### src/hdl/brd_defs.vh
// Offsets, field positions and reset values of the range decode block.
// Assumes inclusion by bare name from the design files.
`ifndef BRD_DEFS_VH
`define BRD_DEFS_VH

// Configuration offsets, byte addresses
`define BRD_OFF_FB_SIZE     8'h84
`define BRD_OFF_GAP_START   8'h88
`define BRD_OFF_GAP_END     8'h8C
`define BRD_OFF_IO_ONE      8'h98
`define BRD_OFF_IO_TWO      8'hA0
`define BRD_OFF_STATUS      8'hAC

// Gap start fields
`define BRD_GAP_EN_BIT      31
`define BRD_GAP_FIELD_HI    15
`define BRD_GAP_FIELD_LO    0

// I/O window fields
`define BRD_IO_END_HI       31
`define BRD_IO_END_LO       20
`define BRD_IO_START_HI     15
`define BRD_IO_START_LO     4
`define BRD_IO_EN_BIT       0

// Memory address slice, host and PCI side, compared with the gap fields
`define BRD_MEM_ADDR_HI     35
`define BRD_MEM_ADDR_LO     20
// I/O address slice compared with the window fields
`define BRD_IO_ADDR_HI      15
`define BRD_IO_ADDR_LO      4

// Writable bit masks, reserved bits stay zero
`define BRD_MASK_FB_SIZE    32'h0000001F
`define BRD_MASK_GAP_START  32'h8000FFFF
`define BRD_MASK_GAP_END    32'h0000FFFF
`define BRD_MASK_IO         32'hFFF0FFF1

// Reset values
`define BRD_RST_FB_SIZE     32'h00000000
`define BRD_RST_GAP_START   32'h00000000
`define BRD_RST_GAP_END     32'h00000000
`define BRD_RST_IO_PRIMARY  32'hFFF00001
`define BRD_RST_IO_SECOND   32'hFFF00000

// Frame buffer size codes
`define BRD_FB_CODE_1MB     5'h00
`define BRD_FB_CODE_2MB     5'h01
`define BRD_FB_CODE_4MB     5'h03
`define BRD_FB_CODE_8MB     5'h07
`define BRD_FB_CODE_16MB    5'h0F
`define BRD_FB_CODE_32MB    5'h1F

`endif

### src/hdl/brd_window_match.v
// Inclusive range comparator for one address window.
// Assumes low and high boundaries already sliced to the compare width.
`timescale 1ns/1ps
module brd_window_match #(
  parameter W = 16
) (
  input  wire [W-1:0] addr,
  input  wire [W-1:0] low,
  input  wire [W-1:0] high,
  output wire         hit
);

  // Inside when low <= addr <= high
  assign hit = (addr >= low) && (addr <= high);  // see [RULE18]

endmodule

### src/hdl/brd_fb_size.v
// Frame buffer size code decoder.
// Assumes the code comes from a register on the same clock.
`timescale 1ns/1ps
`include "brd_defs.vh"
module brd_fb_size (
  input  wire [4:0] code,
  output reg  [5:0] size_mb,
  output reg        reserved
);

  // Map each legal code to megabytes, flag the rest
  always @* begin
    size_mb  = 6'h00;
    reserved = 1'b0;
    case (code)  // see [RULE1]
      `BRD_FB_CODE_1MB:  size_mb = 6'h01;
      `BRD_FB_CODE_2MB:  size_mb = 6'h02;
      `BRD_FB_CODE_4MB:  size_mb = 6'h04;
      `BRD_FB_CODE_8MB:  size_mb = 6'h08;
      `BRD_FB_CODE_16MB: size_mb = 6'h10;
      `BRD_FB_CODE_32MB: size_mb = 6'h20;
      default: begin
        size_mb  = 6'h00;
        reserved = 1'b1;
      end
    endcase
  end

endmodule

### src/hdl/brd_range_decode.v
// Address range decode for a host to PCI bridge: high memory gap,
// two I/O windows, frame buffer size, written over configuration space.
// Assumes request strobes and addresses come from logic on CLK_SYS.
`timescale 1ns/1ps
`include "brd_defs.vh"

// What this block does
// [RULE1] Decode five-bit frame buffer size code
// [RULE2] Enabled gap: host to PCI, PCI blocked
// [RULE3] Disabled gap: host blocked, PCI to host
// [RULE4] Gap start bit 31 enables gap
// [RULE5] Gap start field matches A[35:20]
// [RULE6] All-zero gap start disables range
// [RULE7] Gap end field matches A[35:20]
// [RULE8] Software writes zero to reserved bits
// [RULE9] Window one end matches A[15:4]
// [RULE10] Window one start matches A[15:4]
// [RULE11] Software programs both bridges identically
// [RULE12] Window enabled: host to PCI, PCI ignored
// [RULE13] Window disabled: host ignored, PCI forwarded
// [RULE14] Outside windows: direction set by bridge role
// [RULE15] Second I/O window works the same
// [RULE16] Primary window one resets to FFF00001
// [RULE17] Secondary window one resets to FFF00000
// [RULE18] Inside means start <= address <= end
// [RULE19] Windows decode independently, first match wins
module brd_range_decode #(
  parameter PRIMARY = 1
) (
  input  wire        CLK_SYS,
  input  wire        RESET,
  input  wire        CFG_WR,
  input  wire        CFG_RD,
  input  wire [7:0]  CFG_ADDR,
  input  wire [3:0]  CFG_BE,
  input  wire [31:0] CFG_WDATA,
  output reg  [31:0] CFG_RDATA,
  output reg         CFG_RACK,
  input  wire        HOST_MEM_REQ,
  input  wire [35:0] HOST_MEM_ADDR,
  output reg         HOST_MEM_DONE,
  output reg         HOST_MEM_HIT,
  output reg         HOST_MEM_FWD,
  input  wire        PCI_MEM_REQ,
  input  wire [35:0] PCI_MEM_ADDR,
  output reg         PCI_MEM_DONE,
  output reg         PCI_MEM_HIT,
  output reg         PCI_MEM_FWD,
  input  wire        HOST_IO_REQ,
  input  wire [15:0] HOST_IO_ADDR,
  output reg         HOST_IO_DONE,
  output reg         HOST_IO_FWD,
  input  wire        PCI_IO_REQ,
  input  wire [15:0] PCI_IO_ADDR,
  output reg         PCI_IO_DONE,
  output reg         PCI_IO_FWD,
  output reg         GAP_ENABLE,
  output reg  [5:0]  FB_SIZE_MB,
  output reg         FB_SIZE_BAD
);

  // Window one and two reset value depends on bridge role
  localparam [31:0] IO_RST = (PRIMARY != 0) ? `BRD_RST_IO_PRIMARY
                                            : `BRD_RST_IO_SECOND;
  localparam [0:0]  IS_PRIMARY = (PRIMARY != 0) ? 1'b1 : 1'b0;

  // Configuration registers
  reg  [31:0] fb_size_reg;
  reg  [31:0] gap_start;
  reg  [31:0] gap_end;
  reg  [31:0] io_window_one;
  reg  [31:0] io_window_two;

  // Byte lane mask from the byte enables
  wire [31:0] lane_mask;

  // Register selects
  wire        sel_fb;
  wire        sel_gs;
  wire        sel_ge;
  wire        sel_io1;
  wire        sel_io2;
  wire        sel_st;

  // Field views
  wire        gap_en;
  wire [15:0] gap_lo;
  wire [15:0] gap_hi;
  wire        gap_range_on;
  wire [11:0] io1_lo;
  wire [11:0] io1_hi;
  wire        io1_en;
  wire [11:0] io2_lo;
  wire [11:0] io2_hi;
  wire        io2_en;

  // Compare results
  wire        host_gap_in;
  wire        pci_gap_in;
  wire        host_io1_in;
  wire        host_io2_in;
  wire        pci_io1_in;
  wire        pci_io2_in;

  // Frame buffer decode
  wire [5:0]  fb_mb;
  wire        fb_bad;

  // Next values of the decision outputs
  reg         next_host_mem_hit;
  reg         next_host_mem_fwd;
  reg         next_pci_mem_hit;
  reg         next_pci_mem_fwd;
  reg         next_host_io_fwd;
  reg         next_pci_io_fwd;
  reg  [31:0] next_rdata;
  wire [31:0] status_word;

  // One lane mask bit group per byte enable
  genvar i;
  generate
    for (i = 0; i < 4; i = i + 1) begin : g_lane
      assign lane_mask[8*i+7:8*i] = {8{CFG_BE[i]}};
    end
  endgenerate

  // Word aligned address decode
  assign sel_fb  = ({CFG_ADDR[7:2], 2'b00} == `BRD_OFF_FB_SIZE);
  assign sel_gs  = ({CFG_ADDR[7:2], 2'b00} == `BRD_OFF_GAP_START);
  assign sel_ge  = ({CFG_ADDR[7:2], 2'b00} == `BRD_OFF_GAP_END);
  assign sel_io1 = ({CFG_ADDR[7:2], 2'b00} == `BRD_OFF_IO_ONE);
  assign sel_io2 = ({CFG_ADDR[7:2], 2'b00} == `BRD_OFF_IO_TWO);
  assign sel_st  = ({CFG_ADDR[7:2], 2'b00} == `BRD_OFF_STATUS);

  // Gap fields
  assign gap_en = gap_start[`BRD_GAP_EN_BIT];  // see [RULE4]
  assign gap_lo = gap_start[`BRD_GAP_FIELD_HI:`BRD_GAP_FIELD_LO];  // see [RULE5]
  assign gap_hi = gap_end[`BRD_GAP_FIELD_HI:`BRD_GAP_FIELD_LO];  // see [RULE7]
  // Zero start field kills the range whatever else is set
  assign gap_range_on = (gap_lo != 16'h0000);  // see [RULE6]

  // Window one fields
  assign io1_hi = io_window_one[`BRD_IO_END_HI:`BRD_IO_END_LO];  // see [RULE9]
  assign io1_lo = io_window_one[`BRD_IO_START_HI:`BRD_IO_START_LO];  // see [RULE10]
  assign io1_en = io_window_one[`BRD_IO_EN_BIT];

  // Window two fields, same layout
  assign io2_hi = io_window_two[`BRD_IO_END_HI:`BRD_IO_END_LO];  // see [RULE15]
  assign io2_lo = io_window_two[`BRD_IO_START_HI:`BRD_IO_START_LO];
  assign io2_en = io_window_two[`BRD_IO_EN_BIT];

  // Host side gap compare
  brd_window_match #(.W(16)) u_host_gap (
    .addr (HOST_MEM_ADDR[`BRD_MEM_ADDR_HI:`BRD_MEM_ADDR_LO]),
    .low  (gap_lo),
    .high (gap_hi),
    .hit  (host_gap_in)
  );

  // PCI side gap compare
  brd_window_match #(.W(16)) u_pci_gap (
    .addr (PCI_MEM_ADDR[`BRD_MEM_ADDR_HI:`BRD_MEM_ADDR_LO]),
    .low  (gap_lo),
    .high (gap_hi),
    .hit  (pci_gap_in)
  );

  // Host side window one compare
  brd_window_match #(.W(12)) u_host_io1 (
    .addr (HOST_IO_ADDR[`BRD_IO_ADDR_HI:`BRD_IO_ADDR_LO]),
    .low  (io1_lo),
    .high (io1_hi),
    .hit  (host_io1_in)
  );

  // Host side window two compare
  brd_window_match #(.W(12)) u_host_io2 (
    .addr (HOST_IO_ADDR[`BRD_IO_ADDR_HI:`BRD_IO_ADDR_LO]),
    .low  (io2_lo),
    .high (io2_hi),
    .hit  (host_io2_in)
  );

  // PCI side window one compare
  brd_window_match #(.W(12)) u_pci_io1 (
    .addr (PCI_IO_ADDR[`BRD_IO_ADDR_HI:`BRD_IO_ADDR_LO]),
    .low  (io1_lo),
    .high (io1_hi),
    .hit  (pci_io1_in)
  );

  // PCI side window two compare
  brd_window_match #(.W(12)) u_pci_io2 (
    .addr (PCI_IO_ADDR[`BRD_IO_ADDR_HI:`BRD_IO_ADDR_LO]),
    .low  (io2_lo),
    .high (io2_hi),
    .hit  (pci_io2_in)
  );

  // Frame buffer size decode
  brd_fb_size u_fb (
    .code     (fb_size_reg[4:0]),
    .size_mb  (fb_mb),
    .reserved (fb_bad)
  );

  // Memory gap forwarding decisions
  always @* begin
    next_host_mem_hit = host_gap_in & gap_range_on;
    next_pci_mem_hit  = pci_gap_in & gap_range_on;
    // Enabled: host passes, PCI blocked; disabled: the reverse
    next_host_mem_fwd = next_host_mem_hit & gap_en;   // see [RULE2]
    next_pci_mem_fwd  = next_pci_mem_hit & ~gap_en;   // see [RULE3]
  end

  // Host I/O forwarding, window one checked first
  always @* begin
    if (host_io1_in) begin
      next_host_io_fwd = io1_en;  // see [RULE12] [RULE13]
    end else if (host_io2_in) begin
      next_host_io_fwd = io2_en;  // see [RULE15] [RULE19]
    end else begin
      next_host_io_fwd = IS_PRIMARY;  // see [RULE14]
    end
  end

  // PCI I/O forwarding, window one checked first
  always @* begin
    if (pci_io1_in) begin
      next_pci_io_fwd = ~io1_en;  // see [RULE12] [RULE13]
    end else if (pci_io2_in) begin
      next_pci_io_fwd = ~io2_en;  // see [RULE19]
    end else begin
      next_pci_io_fwd = ~IS_PRIMARY;  // see [RULE14]
    end
  end

  // Status word shows last decisions and role
  assign status_word = {15'h0000, FB_SIZE_BAD, 2'h0, FB_SIZE_MB,
                        1'b0, IS_PRIMARY, PCI_IO_FWD, HOST_IO_FWD,
                        PCI_MEM_FWD, PCI_MEM_HIT, HOST_MEM_FWD,
                        HOST_MEM_HIT};

  // Read mux, unmapped offsets read zero
  always @* begin
    next_rdata = 32'h00000000;
    if (sel_fb) begin
      next_rdata = fb_size_reg;
    end else if (sel_gs) begin
      next_rdata = gap_start;
    end else if (sel_ge) begin
      next_rdata = gap_end;
    end else if (sel_io1) begin
      next_rdata = io_window_one;
    end else if (sel_io2) begin
      next_rdata = io_window_two;
    end else if (sel_st) begin
      next_rdata = status_word;
    end
  end

  // Configuration writes, reserved bits never stored
  always @(posedge CLK_SYS) begin
    if (RESET) begin
      fb_size_reg   <= `BRD_RST_FB_SIZE;
      gap_start     <= `BRD_RST_GAP_START;
      gap_end       <= `BRD_RST_GAP_END;
      io_window_one <= IO_RST;  // see [RULE16] [RULE17]
      io_window_two <= IO_RST;
    end else if (CFG_WR) begin
      if (sel_fb) begin
        fb_size_reg <= (fb_size_reg & ~(lane_mask & `BRD_MASK_FB_SIZE))
                     | (CFG_WDATA & lane_mask & `BRD_MASK_FB_SIZE);
      end
      if (sel_gs) begin
        gap_start <= (gap_start & ~(lane_mask & `BRD_MASK_GAP_START))
                   | (CFG_WDATA & lane_mask & `BRD_MASK_GAP_START);
      end
      if (sel_ge) begin
        gap_end <= (gap_end & ~(lane_mask & `BRD_MASK_GAP_END))
                 | (CFG_WDATA & lane_mask & `BRD_MASK_GAP_END);
      end
      if (sel_io1) begin
        io_window_one <= (io_window_one & ~(lane_mask & `BRD_MASK_IO))
                       | (CFG_WDATA & lane_mask & `BRD_MASK_IO);
      end
      if (sel_io2) begin
        io_window_two <= (io_window_two & ~(lane_mask & `BRD_MASK_IO))
                       | (CFG_WDATA & lane_mask & `BRD_MASK_IO);
      end
    end
  end

  // Read answer one cycle after the strobe
  always @(posedge CLK_SYS) begin
    if (RESET) begin
      CFG_RDATA <= 32'h00000000;
      CFG_RACK  <= 1'b0;
    end else begin
      CFG_RACK <= CFG_RD;
      if (CFG_RD) begin
        CFG_RDATA <= next_rdata;
      end
    end
  end

  // Memory decisions, held until the next request
  always @(posedge CLK_SYS) begin
    if (RESET) begin
      HOST_MEM_DONE <= 1'b0;
      HOST_MEM_HIT  <= 1'b0;
      HOST_MEM_FWD  <= 1'b0;
      PCI_MEM_DONE  <= 1'b0;
      PCI_MEM_HIT   <= 1'b0;
      PCI_MEM_FWD   <= 1'b0;
    end else begin
      HOST_MEM_DONE <= HOST_MEM_REQ;
      PCI_MEM_DONE  <= PCI_MEM_REQ;
      if (HOST_MEM_REQ) begin
        HOST_MEM_HIT <= next_host_mem_hit;
        HOST_MEM_FWD <= next_host_mem_fwd;  // see [RULE2] [RULE3]
      end
      if (PCI_MEM_REQ) begin
        PCI_MEM_HIT <= next_pci_mem_hit;
        PCI_MEM_FWD <= next_pci_mem_fwd;  // see [RULE2] [RULE3]
      end
    end
  end

  // I/O decisions, held until the next request
  always @(posedge CLK_SYS) begin
    if (RESET) begin
      HOST_IO_DONE <= 1'b0;
      HOST_IO_FWD  <= 1'b0;
      PCI_IO_DONE  <= 1'b0;
      PCI_IO_FWD   <= 1'b0;
    end else begin
      HOST_IO_DONE <= HOST_IO_REQ;
      PCI_IO_DONE  <= PCI_IO_REQ;
      if (HOST_IO_REQ) begin
        HOST_IO_FWD <= next_host_io_fwd;  // see [RULE14]
      end
      if (PCI_IO_REQ) begin
        PCI_IO_FWD <= next_pci_io_fwd;  // see [RULE14]
      end
    end
  end

  // Mirrors of configuration state
  always @(posedge CLK_SYS) begin
    if (RESET) begin
      GAP_ENABLE  <= 1'b0;
      FB_SIZE_MB  <= 6'h00;
      FB_SIZE_BAD <= 1'b0;
    end else begin
      GAP_ENABLE  <= gap_en & gap_range_on;  // see [RULE4] [RULE6]
      FB_SIZE_MB  <= fb_mb;  // see [RULE1]
      FB_SIZE_BAD <= fb_bad;
    end
  end

endmodule

### config.mk
export PLATFORM = sky130hd
export DESIGN_NAME = brd_range_decode
export DESIGN_NICKNAME = d
export VERILOG_FILES = /design/src/hdl/brd_window_match.v /design/src/hdl/brd_fb_size.v /design/src/hdl/brd_range_decode.v
export VERILOG_INCLUDE_DIRS = /design/src /design/src/hdl
export SDC_FILE = /design/constraint.sdc
export NUM_CORES = 1
export LEC_CHECK = 0
export BUFFER_PORTS_ARGS = -buffer_cell sky130_fd_sc_hd__buf_4
export CORE_MARGIN = 2
export CORE_UTILIZATION = 45
export CTS_CLUSTER_DIAMETER = 60
export DETAILED_ROUTE_END_ITERATION = 6
export GPL_TIMING_DRIVEN = 0
export PLACE_DENSITY = 0.7
export SETUP_SLACK_MARGIN = 0.05
export SYNTH_ARGS = -nofsm -noshare
export SYNTH_HDL_FRONTEND = slang
export SYNTH_SLANG_ARGS = --single-unit
### constraint.sdc
create_clock -name CLK_SYS -period 2.6 [get_ports CLK_SYS]
set_input_delay 0.13 -clock CLK_SYS [delete_from_list [all_inputs] [get_ports CLK_SYS]]
set_output_delay 0.13 -clock CLK_SYS [all_outputs]
set_load 0.005 [all_outputs]
==> flow_summary.json <==
{
  "run_status": "finished, final reports clean",
  "wl_mm": 30.4,
  "nNetsFinal": 1627,
  "synthXorXnorAreaFrac": 0,
  "layout_setup_ws_ps": 212,
  "p_int_mw": 4.00,
  "regArea_mm2": 0.00272,
  "synth-compound-area-share": 0.199,
  "synth-simple-area-share": 0.206,
  "synth_area_leaders": "dfxtp_1 (30%), ha_1 (22%), nand2_1 (6.9%), a21oi_1 (6.5%), inv_1 (3.7%)",
  "muxShareOfSynthArea": 0.0155,
  "viasPerCell": 5.75,
  "synth_top_area_cell": "dfxtp_1",
  "clockRootBuffer": "clkbuf_16",
  "cts-buffers-inserted": 17,
  "grt.overflow.total": 0,
  "p_per_area_mw_per_mm2": 466,
  "peakVddDrop_mv": 0.302,
  "drt_iter0_markers": 743,
  "start_util": 0.463,
  "cts_max_path_buffers": 2,
  "setup_viol": 0,
  "async_flop_share": 0,
  "synth_cell_type_count": 65,
  "netSwitchingPower_mw": 1.32,
  "cts_tree": "yes",
  "cp_max_fo": 4,
  "hold_violations": 0,
  "firstDrtPassIters": 5,
  "drive_gt1_frac": 0.153,
  "crit_chain": "ha_1 -> nand2b_1 -> a2111oi_1 -> nor4_1 -> a2111oi_2 -> nor2_1 -> a311o_1",
  "drv_slew": 0,
  "crit_required_ps": 2910,
  "total_power_mw": 5.33,
  "cts.reportedPaths.clkPinSlew_ps": 60,
  "cp.arrival_ps": 2700,
  "syn_area_per_cell_um2": 8.14,
  "clkSinkCount": 136,
  "synth_ff_type": "dfxtp_1",
  "maxCapViolCount": 0,
  "dp_worst_setup_slack_ps": 115,
  "seq_power_share": 0.399,
  "multi_input_area_mm2": 0.00583,
  "skew_ps": 7.76,
  "ys_seq_area_frac": 0.300,
  "yosys_warnings": 0,
  "synth_top_area_share": 0.300,
  "std_cell_rows": 51,
  "grt_usage": 0.283,
  "hold_path_class": "in2reg",
  "postLayoutCellArea_mm2": 0.0114,
  "place_congestion": 0.932,
  "post-cts-setup-buffers": 0,
  "coreArea_mm2": 0.0196,
  "drt.antenna.violating_nets": 0,
  "worst_setup_path_start_kind": "register",
  "swShare": 0.248,
  "antenna_found_initial": 0,
  "htree_levels": 4,
  "grt_pass1_wl_mm": 47.6,
  "period_minus_slack_ps": 2390,
  "max_freq_mhz": 419,
  "synth_edf_count": 0,
  "synthAdderAreaFrac": 0.221,
  "setup_tns_ps": 0,
  "cp_num_buf_inv": 0,
  "drc": 0,
  "placed_area_mm2": 0.0105,
  "syn-cell-area_mm2": 0.00907,
  "synth_commonest_cells": "nand2_1 (166), ha_1 (160), dfxtp_1 (136), a21oi_1 (118), inv_1 (90)",
  "via_count": 9141,
  "antenna_cells": 0,
  "fillCellCount": 1784,
  "dieArea_mm2": 0.0213,
  "wl_per_cell_um": 19.1,
  "hpwl_mm": 24.2,
  "comb_power_share": 0.128,
  "grt_max_degree": 17,
  "max_stage_delay_ps": 480,
  "ios": 207,
  "clock_power_share": 0.474,
  "area_delta_synth_final_pct": 26.0,
  "rsz0062_at_grt": "no",
  "yosysMostFrequentCell": "nand2_1",
  "synth-seq-cells": 136,
  "crit_family": "compound AO/OA/AOI/OAI gates",
  "die_w_um": 146,
  "clock_latency_ps": 430,
  "worst_path_max_delay_cell": "a2111oi_2",
  "slew_headroom": 0.173,
  "fin_crit_sh": 0.918,
  "worst_pin_slew_ps": 1230,
  "fp.dieH_um": 146,
  "port-buffer-count": 145,
  "syn_inst": 1114,
  "synth_top_family_by_area": "adder cells",
  "grt_pass1_vias": 8981,
  "cellLeakagePower_nw": 4.98,
  "crit_type": "reg2reg",
  "cp-end-kind": "register"
}
==> path summary, 6_finish.rpt <==
path | start | end | slack (ps) | cells past startpoint
hold / removal | HOST_IO_REQ | HOST_IO_DONE$_SDFF_PP0_ | 40 | 2
setup reg to reg | register | HOST_IO_FWD$_SDFFE_PP0P_ | 210 | 7
hold reg to reg | CFG_RDATA[10]$_SDFFE_PP0P_ | CFG_RDATA[10]$_SDFFE_PP0P_ | 460 | 2
setup / recovery | register | HOST_IO_FWD$_SDFFE_PP0P_ | 210 | 7
==> cell type report <==
cell class | count | area share
sequential | 136 | 0.238
buffer | 43 | 0.0165
clock inverter | 11 | 0.0127
timing repair buffer | 176 | 0.122
multi-input combinational | 847 | 0.510
inverter | 90 | 0.0296
tap | 265 | 0.0290
clock buffer | 21 | 0.0412
==> worst register-to-register path, cell delays in order, from the launching register on <==
cell and delay (ps):
dfxtp_1 410, ha_1 260, nand2b_1 150, a2111oi_1 460
nor4_1 110, a2111oi_2 480, nor2_1 80, a311o_1 350
==> repair_timing <==
action | in CTS | in global routing
gates resized for setup | 0 | 2
endpoints found under the setup margin | 0 | 2
endpoints found under the hold margin | 83 | 0
hold buffers | 31 | 0
==> cells by family after synthesis <==
group / count (synthesis)
fa+ha+maj: 160
buf+inv: 133
mux: 14
other cells: 1
flops: 136
compound gates: 276
simple gates: 394
==> power groups by stage <==
stage,sequential (mW),clock [mW],combinational [mW]
floorplan,2.16,0,0.309
global placement,2.17,0,0.616
detailed placement,2.17,0,0.630
CTS,2.12,2.54,0.673
global route,2.12,2.64,0.751
finish,2.12,2.52,0.680
==> routing by layer <==
layer | global-route usage | vias to the layer above | share of wire | wire length [µm]
li1 | - | 4412 | - | -
met1 | 0.359 | 4230 | 0.42 | 12700
met2 | 0.476 | 419 | 0.47 | 14400
met3 | 0.0505 | 80 | 0.075 | 2270
met4 | 0.116 | 0 | 0.036 | 1090
met5 | 0 | - | 0 | 0
==> placed cells by master, fill, tap and decap left out, types with 6 or more instances in the layout <==
cell type | Yosys | routed
nand3b_1 | 17 | 17
nand3_1 | 24 | 24
a211oi_1 | 8 | 8
a21o_1 | 20 | 20
nor2_1 | 86 | 86
clkbuf_1 | 25 | 26
mux2i_1 | 14 | 14
a21oi_1 | 118 | 118
clkbuf_16 | 0 | 17
buf_4 | 4 | 149
nand2_1 | 166 | 166
o22ai_1 | 7 | 7
a222oi_1 | 10 | 10
o21a_1 | 6 | 6
nand4_1 | 26 | 26
nor2b_1 | 19 | 19
a311oi_1 | 6 | 6
dlygate4sd3_1 | 0 | 31
and3_1 | 6 | 6
dfxtp_1 | 136 | 136
inv_1 | 90 | 90
nor3_1 | 12 | 12
a22oi_1 | 20 | 20
a211o_1 | 15 | 15
nand2b_1 | 8 | 8
o31ai_1 | 6 | 6
nor4_1 | 7 | 7
o21ai_0 | 26 | 26
ha_1 | 160 | 160
buf_2 | 10 | 10
o211ai_1 | 7 | 7
==> through the flow <==
| stage | utilization | instances | hold WS [ps] |
|---|---|---|---|
| after detailed placement | 0.536 | 1526 | 347 |
| after CTS | 0.583 | 1589 | 24.4 |
| after floorplan | - | 1116 | 248 |
| after global routing | 0.583 | 1589 | 34.3 |
| final | 0.583 | 1589 | 38.4 |
| after global placement | 0.536 | 1526 | 349 |
Power figures use the tool's default switching activity.
